**src/ceh_map.svh**
```systemverilog
// Object indices, error codes, abort codes and indicator timing for the error block
`ifndef CEH_MAP_SVH
`define CEH_MAP_SVH

`define CEH_IDX_SUMMARY 16'h1001
`define CEH_IDX_HISTORY 16'h1003
`define CEH_SUB_COUNT 8'h00
`define CEH_SUB_FIRST 8'h01
`define CEH_HIST_MAX 8'hfe
`define CEH_COUNT_RESET 8'h00
`define CEH_SUMMARY_RESET 8'h00

`define CEH_ABORT_NONE 32'h0000_0000
`define CEH_ABORT_PARAM 32'h0609_0030
`define CEH_ABORT_RO 32'h0601_0002
`define CEH_ABORT_NOOBJ 32'h0602_0000
`define CEH_ABORT_NOSUB 32'h0609_0011

`define CEH_EC_NONE 16'h0000
`define CEH_EC_OVERRUN 16'h8110
`define CEH_EC_PASSIVE 16'h8120
`define CEH_EC_GUARD 16'h8130
`define CEH_EC_BUSOFF_REC 16'h8140
`define CEH_EC_BUSOFF 16'h8141
`define CEH_EC_PDO_LEN 16'h8210
`define CEH_EC_TEMP 16'h4210
`define CEH_EC_MOTION 16'hff01

`define CEH_AI_NONE 16'h0000
`define CEH_AI_OVERTEMP 16'h0008
`define CEH_AI_TEMP_WARN 16'h0016
`define CEH_AI_IDLE_MOVE 16'h0001
`define CEH_AI_IDLE_MIN 4'h2
`define CEH_AI_IDLE_MAX 4'h8
`define CEH_AI_UNDERSHOOT 16'h0009

`define CEH_SB_GENERIC 0
`define CEH_SB_CURRENT 1
`define CEH_SB_VOLTAGE 2
`define CEH_SB_TEMP 3
`define CEH_SB_COMM 4
`define CEH_SB_PROFILE 5
`define CEH_SB_RSVD 6
`define CEH_SB_MANUF 7

`define CEH_FLASH_MS 200
`define CEH_CLK_KHZ 10000
`define CEH_TRAILER_PH 5

`endif

```
**src/ceh_pkg.sv**
```systemverilog
// Types shared by the error block and its status indicator
`default_nettype none
package ceh_pkg;
	localparam int CEH_NUM_EVT = 11;

	typedef enum logic [3:0] {
		ev_overrun = 4'h0,
		ev_passive = 4'h1,
		ev_guard = 4'h2,
		ev_busoff_rec = 4'h3,
		ev_busoff = 4'h4,
		ev_pdo_len = 4'h5,
		ev_overtemp = 4'h6,
		ev_temp_warn = 4'h7,
		ev_idle_move = 4'h8,
		ev_should_idle = 4'h9,
		ev_undershoot = 4'ha
	} ceh_evt_t;

	typedef enum logic [1:0] {
		nmt_stopped = 2'h0,
		nmt_preop = 2'h1,
		nmt_oper = 2'h2,
		nmt_init = 2'h3
	} ceh_nmt_t;

	typedef enum logic [2:0] {
		lm_off = 3'h0,
		lm_red_on = 3'h1,
		lm_red_3 = 3'h2,
		lm_red_2 = 3'h3,
		lm_red_1 = 3'h4,
		lm_grn_on = 3'h5,
		lm_grn_blink = 3'h6,
		lm_grn_1 = 3'h7
	} ceh_led_mode_t;
endpackage
`default_nettype wire

```
**src/ceh_led_if.sv**
```systemverilog
// Conditions into the network status indicator and its two lamp drives
`timescale 1ns/1ps
`default_nettype none
interface ceh_led_if;
	import ceh_pkg::*;
	logic warn;
	logic guard;
	logic sync_to;
	logic busoff;
	ceh_nmt_t nmt;
	logic red;
	logic green;
	modport src (output warn, output guard, output sync_to, output busoff, output nmt,
		input red, input green);
	modport led (input warn, input guard, input sync_to, input busoff, input nmt,
		output red, output green);
endinterface
`default_nettype wire

```
**src/ceh_led_indicator.sv**
```systemverilog
// Network status indicator: flash patterns for red errors and green NMT state
`timescale 1ns/1ps
`default_nettype none
`include "ceh_map.svh"
module ceh_led_indicator #(
	parameter int PHASE_CYC = `CEH_FLASH_MS * `CEH_CLK_KHZ
) (
	input wire logic mclk,
	input wire logic rst,
	ceh_led_if.led lif
);
	import ceh_pkg::*;

	ceh_led_mode_t mode;
	ceh_led_mode_t mode_r;
	logic [31:0] div_r;
	logic phase_en;
	logic [3:0] ph_r;
	logic [3:0] nflash;
	logic [3:0] plen;
	logic lit;

	// Red over green; bus-off first, then SYNC, guard, warning
	always_comb begin
		if (lif.busoff)
			mode = lm_red_on;
		else if (lif.sync_to)
			mode = lm_red_3;
		else if (lif.guard)
			mode = lm_red_2;
		else if (lif.warn)
			mode = lm_red_1;
		else if (lif.nmt == nmt_oper)
			mode = lm_grn_on;
		else if (lif.nmt == nmt_preop)
			mode = lm_grn_blink;
		else if (lif.nmt == nmt_stopped)
			mode = lm_grn_1;
		else
			mode = lm_off;
	end

	always_comb begin
		unique case (mode_r)
			lm_red_3: nflash = 4'h3;
			lm_red_2: nflash = 4'h2;
			lm_red_1, lm_grn_1: nflash = 4'h1;
			lm_off, lm_red_on, lm_grn_on, lm_grn_blink: nflash = 4'h0;
		endcase
		// Flashes, gaps between them, then the long dark trailer
		plen = 4'((nflash << 1) + 4'(`CEH_TRAILER_PH) - 4'h2);
		lit = (ph_r < 4'((nflash << 1) - 4'h1)) && !ph_r[0];
	end

	assign phase_en = (div_r == 32'(PHASE_CYC - 1));

	always_ff @(posedge mclk) begin
		if (rst || mode != mode_r)
			div_r <= 32'h0;
		else if (phase_en)
			div_r <= 32'h0;
		else
			div_r <= div_r + 32'h1;
	end

	// Pattern restarts whenever the shown condition changes
	always_ff @(posedge mclk) begin
		if (rst) begin
			mode_r <= lm_off;
			ph_r <= 4'h0;
		end else if (mode != mode_r) begin
			mode_r <= mode;
			ph_r <= 4'h0;
		end else if (phase_en) begin
			if (mode_r == lm_grn_blink || ph_r >= plen)
				ph_r <= (mode_r == lm_grn_blink) ? {3'h0, ~ph_r[0]} : 4'h0;
			else
				ph_r <= ph_r + 4'h1;
		end
	end

	always_ff @(posedge mclk) begin
		if (rst) begin
			lif.red <= 1'b0;
			lif.green <= 1'b0;
		end else begin
			unique case (mode_r)
				lm_red_on: begin
					lif.red <= 1'b1;
					lif.green <= 1'b0;
				end
				lm_red_1, lm_red_2, lm_red_3: begin
					lif.red <= lit;
					lif.green <= 1'b0;
				end
				lm_grn_on: begin
					lif.red <= 1'b0;
					lif.green <= 1'b1;
				end
				lm_grn_blink: begin
					lif.red <= 1'b0;
					lif.green <= ~ph_r[0];
				end
				lm_grn_1: begin
					lif.red <= 1'b0;
					lif.green <= lit;
				end
				lm_off: begin
					lif.red <= 1'b0;
					lif.green <= 1'b0;
				end
			endcase
		end
	end
endmodule // ceh_led_indicator
`default_nettype wire

```
**src/ceh_error_block.sv**
```systemverilog
// Error summary byte, error history, emergency launch and status indicator
//
// Behaviour
// - Keep a read-only eight-bit error summary byte fed by internal error conditions.
// - Summary bits: 0 generic, 1 current, 2 voltage, 3 temp, 4 comm, 5 profile, 7 maker.
// - Every emergency message carries the summary byte.
// - Only errors already sent as emergency messages go into the history.
// - History count at sub-index zero is read/write, 0 to 254, resets to zero.
// - A new error lands in entry one; older entries move one place down.
// - Writing zero to the count empties the whole history.
// - Writing nonzero to the count is refused with abort 0609 0030h.
// - Entry word: error code in low sixteen bits, extra information in high sixteen.
// - Provide the count entry and at least one read-only entry at sub-index one.
// - Object access failures answer with an abort, not an emergency message.
// - Communication error codes 8110h to 8210h, extra information zero.
// - Temperature code 4210h, extra 8h error, 16h pending warning.
// - Motion code FF01h, extra 1h idle in move, 2h-8h should idle, 9h undershoot.
// - Single red flash when a CAN error counter reaches its warning level.
// - Double red flash after a guard or heartbeat consumer event.
// - Triple red flash when SYNC does not arrive within its timeout.
// - Solid red while the CAN controller is bus-off.
// - Green single flash stopped, blinking pre-operational, solid operational; the code keeps green dark while any red condition is active.
`timescale 1ns/1ps
`default_nettype none
`include "ceh_map.svh"
module ceh_error_block #(
	parameter int HIST_DEPTH = 4,
	parameter int PHASE_CYC = `CEH_FLASH_MS * `CEH_CLK_KHZ
) (
	input wire logic mclk,
	input wire logic rst,
	input wire logic od_req,
	input wire logic od_wr,
	input wire logic [15:0] od_index,
	input wire logic [7:0] od_sub,
	input wire logic [31:0] od_wdata,
	output logic od_ack,
	output logic [31:0] od_rdata,
	output logic od_abort,
	output logic [31:0] od_abort_code,
	input wire logic [ceh_pkg::CEH_NUM_EVT-1:0] evt_pulse,
	input wire logic [3:0] idle_info,
	input wire logic [7:0] err_cond,
	output logic emcy_valid,
	input wire logic emcy_ready,
	output logic [31:0] emcy_word,
	output logic [7:0] emcy_summary,
	input wire logic can_warn,
	input wire logic guard_evt,
	input wire logic sync_timeout,
	input wire logic can_busoff,
	input wire ceh_pkg::ceh_nmt_t nmt_state,
	output logic led_red,
	output logic led_green
);
	import ceh_pkg::*;

	localparam logic [7:0] CNT_MAX = 8'(HIST_DEPTH);

	logic [7:0] summary_nxt;
	logic [7:0] summary_r;

	// Event queue and emergency launch
	logic [CEH_NUM_EVT-1:0] pend_r;
	logic [CEH_NUM_EVT-1:0] pend_clr;
	logic [3:0] pick;
	logic [3:0] idle_r;
	logic launch;
	logic rec;
	logic [31:0] rec_word;

	// History store; element g answers sub-index g+1
	logic [31:0] hist_r [HIST_DEPTH];
	logic [7:0] cnt_r;
	logic [7:0] cnt_nxt;
	logic hist_clr;

	// Reply terms for the object port
	logic [31:0] rd_nxt;
	logic [31:0] abort_nxt;

	// Entry word for each event kind; code low, extra information high
	function automatic logic [31:0] evt_word(input logic [3:0] k, input logic [3:0] ai);
		logic [15:0] code;
		logic [15:0] info;
		code = `CEH_EC_NONE;
		info = `CEH_AI_NONE;
		case (k)
			ev_overrun: code = `CEH_EC_OVERRUN;
			ev_passive: code = `CEH_EC_PASSIVE;
			ev_guard: code = `CEH_EC_GUARD;
			ev_busoff_rec: code = `CEH_EC_BUSOFF_REC;
			ev_busoff: code = `CEH_EC_BUSOFF;
			ev_pdo_len: code = `CEH_EC_PDO_LEN;
			ev_overtemp: begin
				code = `CEH_EC_TEMP;
				info = `CEH_AI_OVERTEMP;
			end
			ev_temp_warn: begin
				code = `CEH_EC_TEMP;
				info = `CEH_AI_TEMP_WARN;
			end
			ev_idle_move: begin
				code = `CEH_EC_MOTION;
				info = `CEH_AI_IDLE_MOVE;
			end
			ev_should_idle: begin
				code = `CEH_EC_MOTION;
				info = {12'h000, ai};
			end
			ev_undershoot: begin
				code = `CEH_EC_MOTION;
				info = `CEH_AI_UNDERSHOOT;
			end
			default: code = `CEH_EC_NONE;
		endcase
		return {info, code};
	endfunction

	// Count object decode, shared by the clear strobe and the reply
	function automatic logic is_count(input logic [15:0] idx, input logic [7:0] sub);
		return idx == `CEH_IDX_HISTORY && sub == `CEH_SUB_COUNT;
	endfunction

	// Lowest numbered pending event goes out first
	function automatic logic [3:0] first_set(input logic [CEH_NUM_EVT-1:0] v);
		logic [3:0] r;
		r = 4'h0;
		for (int i = CEH_NUM_EVT - 1; i >= 0; i--) begin
			if (v[i])
				r = 4'(i);
		end
		return r;
	endfunction

	// Summary byte follows live conditions; bit 6 is held low
	always_comb begin
		summary_nxt = err_cond;
		summary_nxt[`CEH_SB_COMM] = err_cond[`CEH_SB_COMM] | can_warn | can_busoff;
		summary_nxt[`CEH_SB_RSVD] = 1'b0;
		summary_nxt[`CEH_SB_GENERIC] = |summary_nxt;
	end

	always_ff @(posedge mclk) begin
		if (rst)
			summary_r <= `CEH_SUMMARY_RESET;
		else
			summary_r <= summary_nxt;
	end

	// Events wait here until launched into the emergency word, once no word is on offer
	assign pick = first_set(pend_r);
	assign launch = !emcy_valid && (pend_r != '0);
	assign rec = emcy_valid && emcy_ready;

	always_comb begin
		pend_clr = '0;
		if (launch)
			pend_clr[pick] = 1'b1;
	end

	// A new pulse in the clearing cycle stays pending
	always_ff @(posedge mclk) begin
		if (rst)
			pend_r <= '0;
		else
			pend_r <= (pend_r & ~pend_clr) | evt_pulse;
	end

	// Extra information outside its legal span is pulled to the low end
	always_ff @(posedge mclk) begin
		if (rst)
			idle_r <= `CEH_AI_IDLE_MIN;
		else if (evt_pulse[ev_should_idle])
			idle_r <= (idle_info < `CEH_AI_IDLE_MIN || idle_info > `CEH_AI_IDLE_MAX) ?
				`CEH_AI_IDLE_MIN : idle_info;
	end

	// Word and summary stay frozen while offered, as the sender may stall
	always_ff @(posedge mclk) begin
		if (rst) begin
			emcy_valid <= 1'b0;
			emcy_word <= 32'h0;
			emcy_summary <= `CEH_SUMMARY_RESET;
		end else if (launch) begin
			emcy_valid <= 1'b1;
			emcy_word <= evt_word(pick, idle_r);
			emcy_summary <= summary_nxt;
		end else if (rec) begin
			emcy_valid <= 1'b0;
		end
	end

	// History is fed only from a sent emergency word
	assign rec_word = emcy_word;
	assign hist_clr = od_req && od_wr && is_count(od_index, od_sub) && od_wdata == 32'h0;

	// A record in the clearing cycle still lands, so the count becomes one
	always_comb begin
		cnt_nxt = hist_clr ? `CEH_COUNT_RESET : cnt_r;
		if (rec && cnt_nxt < CNT_MAX)
			cnt_nxt = cnt_nxt + 8'h1;
	end

	always_ff @(posedge mclk) begin
		if (rst)
			cnt_r <= `CEH_COUNT_RESET;
		else
			cnt_r <= cnt_nxt;
	end

	// Shift on record; a clear in the same cycle keeps only the new word
	generate
		for (genvar g = 0; g < HIST_DEPTH; g++) begin : g_hist
			always_ff @(posedge mclk) begin
				if (rst)
					hist_r[g] <= 32'h0;
				else if (rec) begin
					if (g == 0)
						hist_r[g] <= rec_word;
					else
						hist_r[g] <= hist_clr ? 32'h0 : hist_r[(g == 0) ? 0 : g - 1];
				end else if (hist_clr)
					hist_r[g] <= 32'h0;
			end
		end
	endgenerate

	// Object access: answer one cycle after the request
	always_comb begin
		rd_nxt = 32'h0;
		abort_nxt = `CEH_ABORT_NONE;
		if (od_index == `CEH_IDX_SUMMARY) begin
			if (od_sub != `CEH_SUB_COUNT)
				abort_nxt = `CEH_ABORT_NOSUB;
			else if (od_wr)
				abort_nxt = `CEH_ABORT_RO;
			else
				rd_nxt = {24'h0, summary_r};
		end else if (od_index == `CEH_IDX_HISTORY) begin
			if (is_count(od_index, od_sub)) begin
				if (od_wr && od_wdata != 32'h0)
					abort_nxt = `CEH_ABORT_PARAM;
				else if (!od_wr)
					rd_nxt = {24'h0, cnt_r};
			end else if (od_sub > CNT_MAX) begin
				abort_nxt = `CEH_ABORT_NOSUB;
			end else if (od_wr) begin
				abort_nxt = `CEH_ABORT_RO;
			end else begin
				// Entries above the count read as the last clear left them
				for (int i = 0; i < HIST_DEPTH; i++) begin
					if (od_sub == 8'(i + 1))
						rd_nxt = hist_r[i];
				end
			end
		end else begin
			abort_nxt = `CEH_ABORT_NOOBJ;
		end
	end

	// Read data and abort code hold until the next answer
	always_ff @(posedge mclk) begin
		if (rst) begin
			od_ack <= 1'b0;
			od_rdata <= 32'h0;
			od_abort <= 1'b0;
			od_abort_code <= `CEH_ABORT_NONE;
		end else begin
			od_ack <= od_req;
			if (od_req) begin
				od_rdata <= rd_nxt;
				od_abort <= abort_nxt != `CEH_ABORT_NONE;
				od_abort_code <= abort_nxt;
			end else begin
				od_abort <= 1'b0;
			end
		end
	end

	// Conditions are levels; outside logic holds a guard event until cleared
	ceh_led_if lif ();

	assign lif.warn = can_warn;
	assign lif.guard = guard_evt;
	assign lif.sync_to = sync_timeout;
	assign lif.busoff = can_busoff;
	assign lif.nmt = nmt_state;
	assign led_red = lif.red;
	assign led_green = lif.green;

	// Phase length is a parameter so simulation can shorten it
	ceh_led_indicator #(
		.PHASE_CYC(PHASE_CYC)
	) u_led (
		.mclk(mclk),
		.rst(rst),
		.lif(lif.led)
	);
endmodule // ceh_error_block
`default_nettype wire

```
**config.mk**
```make
export PLATFORM = sky130hd
export DESIGN_NAME = ceh_error_block
export DESIGN_NICKNAME = d
export VERILOG_FILES = /design/src/ceh_pkg.sv /design/src/ceh_led_if.sv /design/src/ceh_led_indicator.sv /design/src/ceh_error_block.sv
export VERILOG_INCLUDE_DIRS = /design/src
export SDC_FILE = /design/constraint.sdc
export NUM_CORES = 1
export LEC_CHECK = 0
export ABC_AREA = 1
export BUFFER_PORTS_ARGS = -buffer_cell sky130_fd_sc_hd__buf_2
export CORE_MARGIN = 3
export CORE_UTILIZATION = 40
export CTS_CLUSTER_SIZE = 12
export DETAILED_ROUTE_END_ITERATION = 12
export HOLD_SLACK_MARGIN = 0.03
export SYNTH_ARGS = -nofsm -noshare
export SYNTH_HDL_FRONTEND = slang
export SYNTH_SLANG_ARGS = --single-unit
```
**constraint.sdc**
```tcl
create_clock -name mclk -period 3.11 [get_ports mclk]
set_input_delay 0.7775 -clock mclk [delete_from_list [all_inputs] [get_ports mclk]]
set_output_delay 0.7775 -clock mclk [all_outputs]
set_load 0.005 [all_outputs]
```
After elaboration in Yosys (flattened, before gate mapping)
Memories as Yosys holds them, arrays and structs flattened. A register that Yosys moved wholly into a read port is not among the register bits.
Cells that the tools add are included.
- flip-flop bits (word level): 178
- bits in latches: 0
- RAM bits: 128
- memory bits (read-only): 16
- input port bits: 90
- output and inout bits: 109
- word-level logic and storage cells: 183
- memories: 2
- memory list (memory ; depth ; width ; rd ports ; clocked after memory_dff ; write ports ; line ; source):
    hist_r ; 4 ; 32 ; 4 ; 0 ; 4 ; ceh_error_block.sv:73 ; logic [31:0] hist_r [HIST_DEPTH];
    (no name shown) ; 8 ; 2 ; 1 ; 1 ; 0 ; ceh_led_indicator.sv:44 ; unique case (mode_r)
- add/sub/neg operators: 6
- multiply operators: 0
- div/mod/pow operators: 0
- order comparisons: 8
- equal/unequal tests: 27
- shift operators: 0
- multiplexer cells: 74
- bitwise operators: 15
- reduce and logical (&&, ||, !) cells: 34
- operator list (operator ; count):
    $mux 32 ; 24
    $pmux 16 s8 ; 1
    $mux 27 ; 4
    $reduce_bool 32->1 ; 2
    $mux 4 ; 13
    $mux 8 ; 5
    $add 32x1->32 const B ; 1
    $eq 16x13->1 const B ; 2
    $eq 32x21->1 const B ; 1
    $logic_not 32->1 ; 1
    $mux 3 ; 9
    $pmux 5 s5 ; 1
    $eq 4x3->1 const B ; 4
    $eq 8x2->1 const B ; 2
    $mux 1 ; 13
    $eq 3x3->1 const B ; 4
    $eq 4x4->1 const B ; 3
    $and 11x11->11 ; 1
    $mux 11 ; 1
    $not 11->11 ; 1
    $or 11x11->11 ; 1
    $reduce_bool 11->1 ; 1
    $logic_and 1x1->1 ; 10
    $or 1x1->1 ; 10
    39 further kinds ; 49

Depth between registers and ports, before layout
Gate-level depths: netlist of run 1.
- word-level depth: 19
- gate-level depth with buffers: 15
- depth with buffers taken out: 15

By module
From an unflattened synthesis of run 1, not the netlist that was laid out.
- cell total of the unflattened synthesis: 1218
- area, all modules: 9197.6 um^2
- by module, submodules not included (module ; instances ; cells each ; area each (um^2) ; seq. area each (um^2)):
    ceh_error_block ; 1 ; 793 ; 6480.0 ; 3263.1
    ceh_led_indicator ; 1 ; 425 ; 2717.6 ; 860.8

Worst setup path before layout of run 1
Ideal clock, no wire load.
- path kind: input port to flip-flop
- start point: in od_sub[3]
- end point: mem hist_r[0][0], enable pin
- library setup time: 0.400 ns
- arrival time: 2.627 ns
- required time: 2.710 ns
- slack: 0.083 ns
- cell stages on the path: 8
- buffers on the path: 0
- cell sequence: or2_4 > nor2_8 > nand2_4 > nor2_4 > nand3_2 > nand2_1 > inv_2 > nand2_1
- RTL lines (item ; line ; source):
    from (decl) ; ceh_error_block.sv:35 ; input wire logic [7:0] od_sub,
    to (decl) ; ceh_error_block.sv:73 ;

==> impl_metrics.toml, run 1 <==
[status]
status = "finished, final reports clean"

[clock_tree]
cts_buffers = 17
clockBufferDepth = 2
cts_setup_buffers = 0
clockRootBuffer = "clkbuf_16"
clkSinkCount = 178
clk_latency_ps = 420
ctsHoldBuffers = 0
clk_pin_slew_ps = 70
ctsResizeCount = 0
cts_tree = "yes"
h-tree-depth = 4

[finish]
layout_commonest_cell = "nand2_1"
syn_to_final_growth_pct = 15.7
multi_input_area_mm2 = 0.00371
fin_cells = 1565
diodes = 0
drive_gt1_share_pct = 18.5
layout_common_cells = "nand2_1 (188), nor2_1 (177), inv_1 (160), buf_2 (147), dfxtp_1 (122)"
final_nets = 1378
fill_cells = 2121
regArea_mm2 = 0.00412

[route]
vias_per_cell = 4.67
routed-via-count = 7308
drcViolationCount = 0
firstDrtPassIters = 5
drt_wl_total_um = 20200
wire_per_inst_um = 12.9
drtIter0Drc = 454
detail-route-antenna-nets = 0

[pwr]
ir_drop_mv = 0.318
p_leak_nw = 4.58
power.switching_mw = 1.24
power_frac_comb_pct = 8.1
seqPwrFrac_pct = 48.7
netSwitchingFraction_pct = 23.7
power.density_mw_per_mm2 = 506
clock_power_share_pct = 43.3
intPower_mw = 3.97

[synth]
synth.top_cell.area_share_pct = 27.5
yosysSeqAreaShare_pct = 46.4
syn_area_mm2 = 0.00890
synth_edf_count = 56
ys_ff_latch = 178
yosysWarnings = 0
synth_area_leader_cell = "dfxtp_1"
synth.top_cells.by_area = "dfxtp_1 (27%), edfxtp_1 (19%), nand2_1 (7.9%)"
postSynthAreaPerCell_um2 = 7.84
synth_async_sr_flop_share_pct = 0
synthFlopType = "dfxtp_1"
syn_inst = 1135
synthDistinctLibCells = 52

[critical_path]
crit_arrival_ps = 2510
r2r_slack_ps = 1040
start_kind = "input port"
cp.required_ps = 3270
r2r_end = "u_led.div_r[23]"
path_class = "input port to flop"
critPathMaxFanout = 42
crit_path_start = "od_index[3]"
cp-end-kind = "flop"
r2r_cells = 9
regToRegStartpoint = "u_led.div_r[17]"

[sta]
fin_skew_ps = 8.70
finalHoldViolations = 0
clock.fmax_mhz = 425
fin_tns_setup_ps = 0
finalWorstSetupSlack_ps = 758
tightest_slew_ps = 686
setup_viol = 0
maxSlewViolCount = 0
min_period_ps = 2350
slew_headroom_pct = 54.3
grt_setup_unrepaired = "no"
fin_crit_sh_pct = 75.6

[hold_path]
min-delay-path-class = "flop to flop"
whs_path_depth = 2
hold_start = "cnt_r[4]"
hold_end = "cnt_r[4]"

[global_routing]
grt_pass1_wl_um = 33400
grt_pass1_vias = 6818
track_usage_pct = 16.9
antenna_found_initial = 1
overflow = 0
grt_max_degree = 60

[floorplanning]
dieArea_mm2 = 0.0241
io_pins = 199
initial_core_util_pct = 41.5
die_width_um = 155
core_mm2 = 0.0214
die_h_um = 155
rows = 53

[place]
place_congestion = 0.839
dp.cells = 1533
dp_slack_ps = 342
port_buffers = 147
dpl.hpwl_um = 14900

[flow_run]
max_cap_viol_count = 0
-- kinds of logic after synthesis --
kind of cell	Yosys count	share of synthesized area (%)
buffers and inverters	259	14.0
muxes	2	0.253
and+or+nand+nor	516	26.4
DFF	178	46.4
adders and majority gates	11	1.55
xor gates and xnor gates	15	1.48
AOI/OAI and AO/OA	153	9.90
other	1	0.0422
-- critical path, cell delays in order --
cell	delay [ps]
buf_2	90
nor2_1	240
nand3_1	110
inv_1	70
nand3_1	180
nor2_4	210
nand3_2	140
nand2_1	150
inv_2	80
nand2_4	350
nor2_1	90
-- registers in the layout (all words and copies together) (netlist names) --
signal and flops:
od_abort 1, u_led.ph_r 4, summary_r 7, u_led.div_r 32, pend_r 11, od_rdata 18
u_led.lif.red 1, emcy_summary 7, od_abort_code 7, u_led.nflash 2, emcy_valid 1, emcy_word 14
u_led.mode_r 3, cnt_r 8, od_ack 1, idle_r 4, hist_r 56, u_led.lif.green 1
-- layer usage --
layer	part of all wire (%)	vias up	wire [um]	global-route usage, %
met4	1.3	2	261	4.33
li1	-	3834	-	-
met5	0.035	-	7	0
met2	44	170	8880	26.5
met3	5.6	20	1130	4.06
met1	49	3282	9970	23.5
-- cells in the mapped netlist, types with 3 or more instances --
| cell type | n |
|---|---|
| nor2_1 | 177 |
| nor3b_1 | 7 |
| nor3_2 | 4 |
| nand2_2 | 6 |
| buf_6 | 5 |
| nand3_1 | 49 |
| dfxtp_1 | 122 |
| edfxtp_1 | 56 |
| a211oi_1 | 4 |
| nor2_2 | 6 |
| xor2_1 | 9 |
| o21ai_1 | 6 |
| nand2_1 | 188 |
| nand3b_1 | 3 |
| nor3_1 | 30 |
| o21bai_1 | 4 |
| ha_1 | 11 |
| inv_1 | 160 |
| o211ai_1 | 15 |
| o2111ai_1 | 4 |
| nor2_4 | 4 |
| inv_2 | 10 |
| nand2_4 | 4 |
| nor4_1 | 8 |
| buf_4 | 60 |
| o21ai_0 | 40 |
| a21oi_1 | 61 |
| a21o_1 | 4 |
| a31oi_1 | 7 |
| o31ai_1 | 3 |
| xnor2_1 | 6 |
| clkbuf_1 | 17 |
| nand4_1 | 17 |
-- metrics by stage --
| step | power [mW] | utilization [%] | hold WS [ps] | instance area (um2) |
|---|---|---|---|---|
| finish | 5.21 | 48.1 | 461 | 10300 |
| global route | 5.42 | 48.1 | 478 | 10300 |
| CTS | 5.25 | 48.1 | 460 | 10300 |
| detailed placement | 3.01 | 45.2 | 450 | 9680 |
| global placement | 3.00 | 45.2 | 435 | 9680 |
| floorplan | 2.89 | - | 418 | 9080 |
-- layout make-up --
type                    count  share of cell area (%)
clock buffers              20                    4.54
clock inverters            12                    1.48
inverters                 172                    6.27
multi-input cells         747                    36.0
flip-flops and latches    178                    40.1
well taps                 275                    3.34
repair buffers            161                    8.29
-- how the worst max path moves through the flow --
stage / to / slack, ps
finish: hist_r[3][9] / 760
global route: hist_r[1][14] / 570
CTS: hist_r[3][9] / 780
detailed placement: hist_r[3][9] / 340
global placement: hist_r[3][8] / 360
floorplan: hist_r[0][0] / 80
-- power groups by stage --
stage / clock (mW) / combinational (mW) / sequential, mW
after floorplan: 0 / 0.307 / 2.58
after global placement: 0 / 0.421 / 2.58
after detailed placement: 0 / 0.425 / 2.59
after CTS: 2.29 / 0.427 / 2.53
after global routing: 2.39 / 0.488 / 2.54
final: 2.25 / 0.422 / 2.53
Note: power is estimated with default switching activity, not from simulation.
==> inputs of run 2 (changes only) <==
==> constraint.sdc (replaced) <==
create_clock -name mclk -period 2.2 [get_ports mclk]
set_input_delay 0.55 -clock mclk [delete_from_list [all_inputs] [get_ports mclk]]
set_output_delay 0.55 -clock mclk [all_outputs]
set_load 0.005 [all_outputs]
==> impl_metrics.toml, run 2 (synthesis gave the netlist of run 1 again) <==
[finish]
final_nets = 1406
fin_cells = 1593
syn_to_final_growth_pct = 19.0
diodes = 0
fill_cells = 2128
layout_commonest_cell = "nand2_1"
drive_gt1_share_pct = 20.3
largest_registers = "hist_r x56, u_led.div_r x32, od_rdata x18"
largest-register = "hist_r"
fin_area_mm2 = 0.0106
layout_common_cells = "nand2_1 (187), nor2_1 (177), inv_1 (161), buf_2 (147), dfxtp_1 (122)"
largest_register_ffs = 56
fin_util_pct = 49.4

[pwr]
power.density_mw_per_mm2 = 690
seqPwrFrac_pct = 49.1
total_power_mw = 7.30
clock_power_share_pct = 42.1
intPower_mw = 5.53
p_leak_nw = 4.77
power_frac_comb_pct = 8.8
power.switching_mw = 1.77
netSwitchingFraction_pct = 24.3
ir_drop_mv = 0.472

[place]
port_buffers = 147
place_congestion = 0.850
dp.cells = 1561
dpl.hpwl_um = 15700
placed_cell_area_mm2 = 0.00997

[hold_path]
min-delay-path-class = "input port to flop"

[critical_path]
cp-end-kind = "flop"
start_kind = "flop"
cp.required_ps = 2510
crit_arrival_ps = 2310
critPathMaxFanout = 16
path_class = "flop to flop"
r2r_slack_ps = 210

[global_routing]
grt_pass1_wl_um = 33700
antenna_found_initial = 0
grt_max_degree = 32
overflow = 0
grt_pass1_vias = 6953
track_usage_pct = 17.2

[route]
routed-via-count = 7442
drt_wl_total_um = 20600
detail-route-antenna-nets = 0
drcViolationCount = 0
vias_per_cell = 4.67
firstDrtPassIters = 6
drtIter0Drc = 382
wire_per_inst_um = 12.9

[floorplanning]
initial_core_util_pct = 41.5
rows = 53
core_mm2 = 0.0214
dieArea_mm2 = 0.0241
die_h_um = 155
die_width_um = 155
io_pins = 199

[sta]
fin_skew_ps = 7.12
maxSlewViolCount = 0
grt_setup_unrepaired = "no"
setup_viol = 0
clock.fmax_mhz = 502
min_period_ps = 1990
fin_crit_sh_pct = 90.6
timing.hold.ws_ps = 321
finalHoldViolations = 0

[clock_tree]
cts_setup_buffers = 0
clockRootBuffer = "clkbuf_16"
clockBufferDepth = 2
clk_latency_ps = 440
clkSinkCount = 178
cts_tree = "yes"
clk_pin_slew_ps = 70
cts_buffers = 17
h-tree-depth = 4

[status]
status = "finished, final reports clean"

[flow_run]
max_cap_viol_count = 0
[run 2: final timing paths]
path	from	end	cells after the start
worst max register to register	u_led.div_r[0]	u_led.div_r[15]	9
worst max-delay path	u_led.div_r[0]	u_led.div_r[15]	9
worst min register to register	u_led.div_r[0]	u_led.div_r[0]	1
worst min-delay path	evt_pulse[3]	pend_r[3]	3
[run 2: area by class of cell]
cell class              instances  area [um2]  share of cell area, %
inverters                     172         646                   6.10
multi-input cells             747        3730                   35.3
well taps                     275         344                   3.25
repair buffers                189        1140                   10.8
flip-flops and latches        178        4120                   39.0
clock buffers                  21         504                   4.76
clock inverters                11        98.8                  0.934
[run 2: critical path, stage by stage (launching register included)]
cell	delay (ps)
dfxtp_1	350
ha_1	180
nand2_1	110
nor2_4	140
nand2_1	70
nor3_1	220
nand2_1	270
nand2_4	290
buf_4	190
nor3_1	40
[run 2: power groups by stage]
stage / clock network [mW] / registers, mW / logic, mW
after detailed placement: 0 / 3.66 / 0.646
after floorplan: 0 / 3.65 / 0.436
after global placement: 0 / 3.65 / 0.638
after CTS: 3.14 / 3.58 / 0.650
final: 3.08 / 3.58 / 0.645
after global routing: 3.28 / 3.60 / 0.737
[run 2: routing by layer]
layer	track usage [%]	routed length (um)
met1	23.5	9770
met2	27.5	9370
met3	4.48	1270
met4	4.04	220
met5	0	0
[run 2: stage by stage]
| step | worst slack [ps] | setup TNS [ps] |
|---|---|---|
| 3_5_place_dp | -11.1 | -337 |
| 5_1_grt | 33.7 | 0 |
| 4_1_cts | 136 | 0 |
| 6_report | 206 | 0 |
| 3_3_place_gp | 2.13 | 0 |
| 2_1_floorplan | 21.0 | 0 |
[run 2: what timing repair did]
item | 4_1_cts | 5_1_grt
resized for setup | 0 | 3
hold buffers | 0 | 0
setup endpoints to repair | 0 | 2
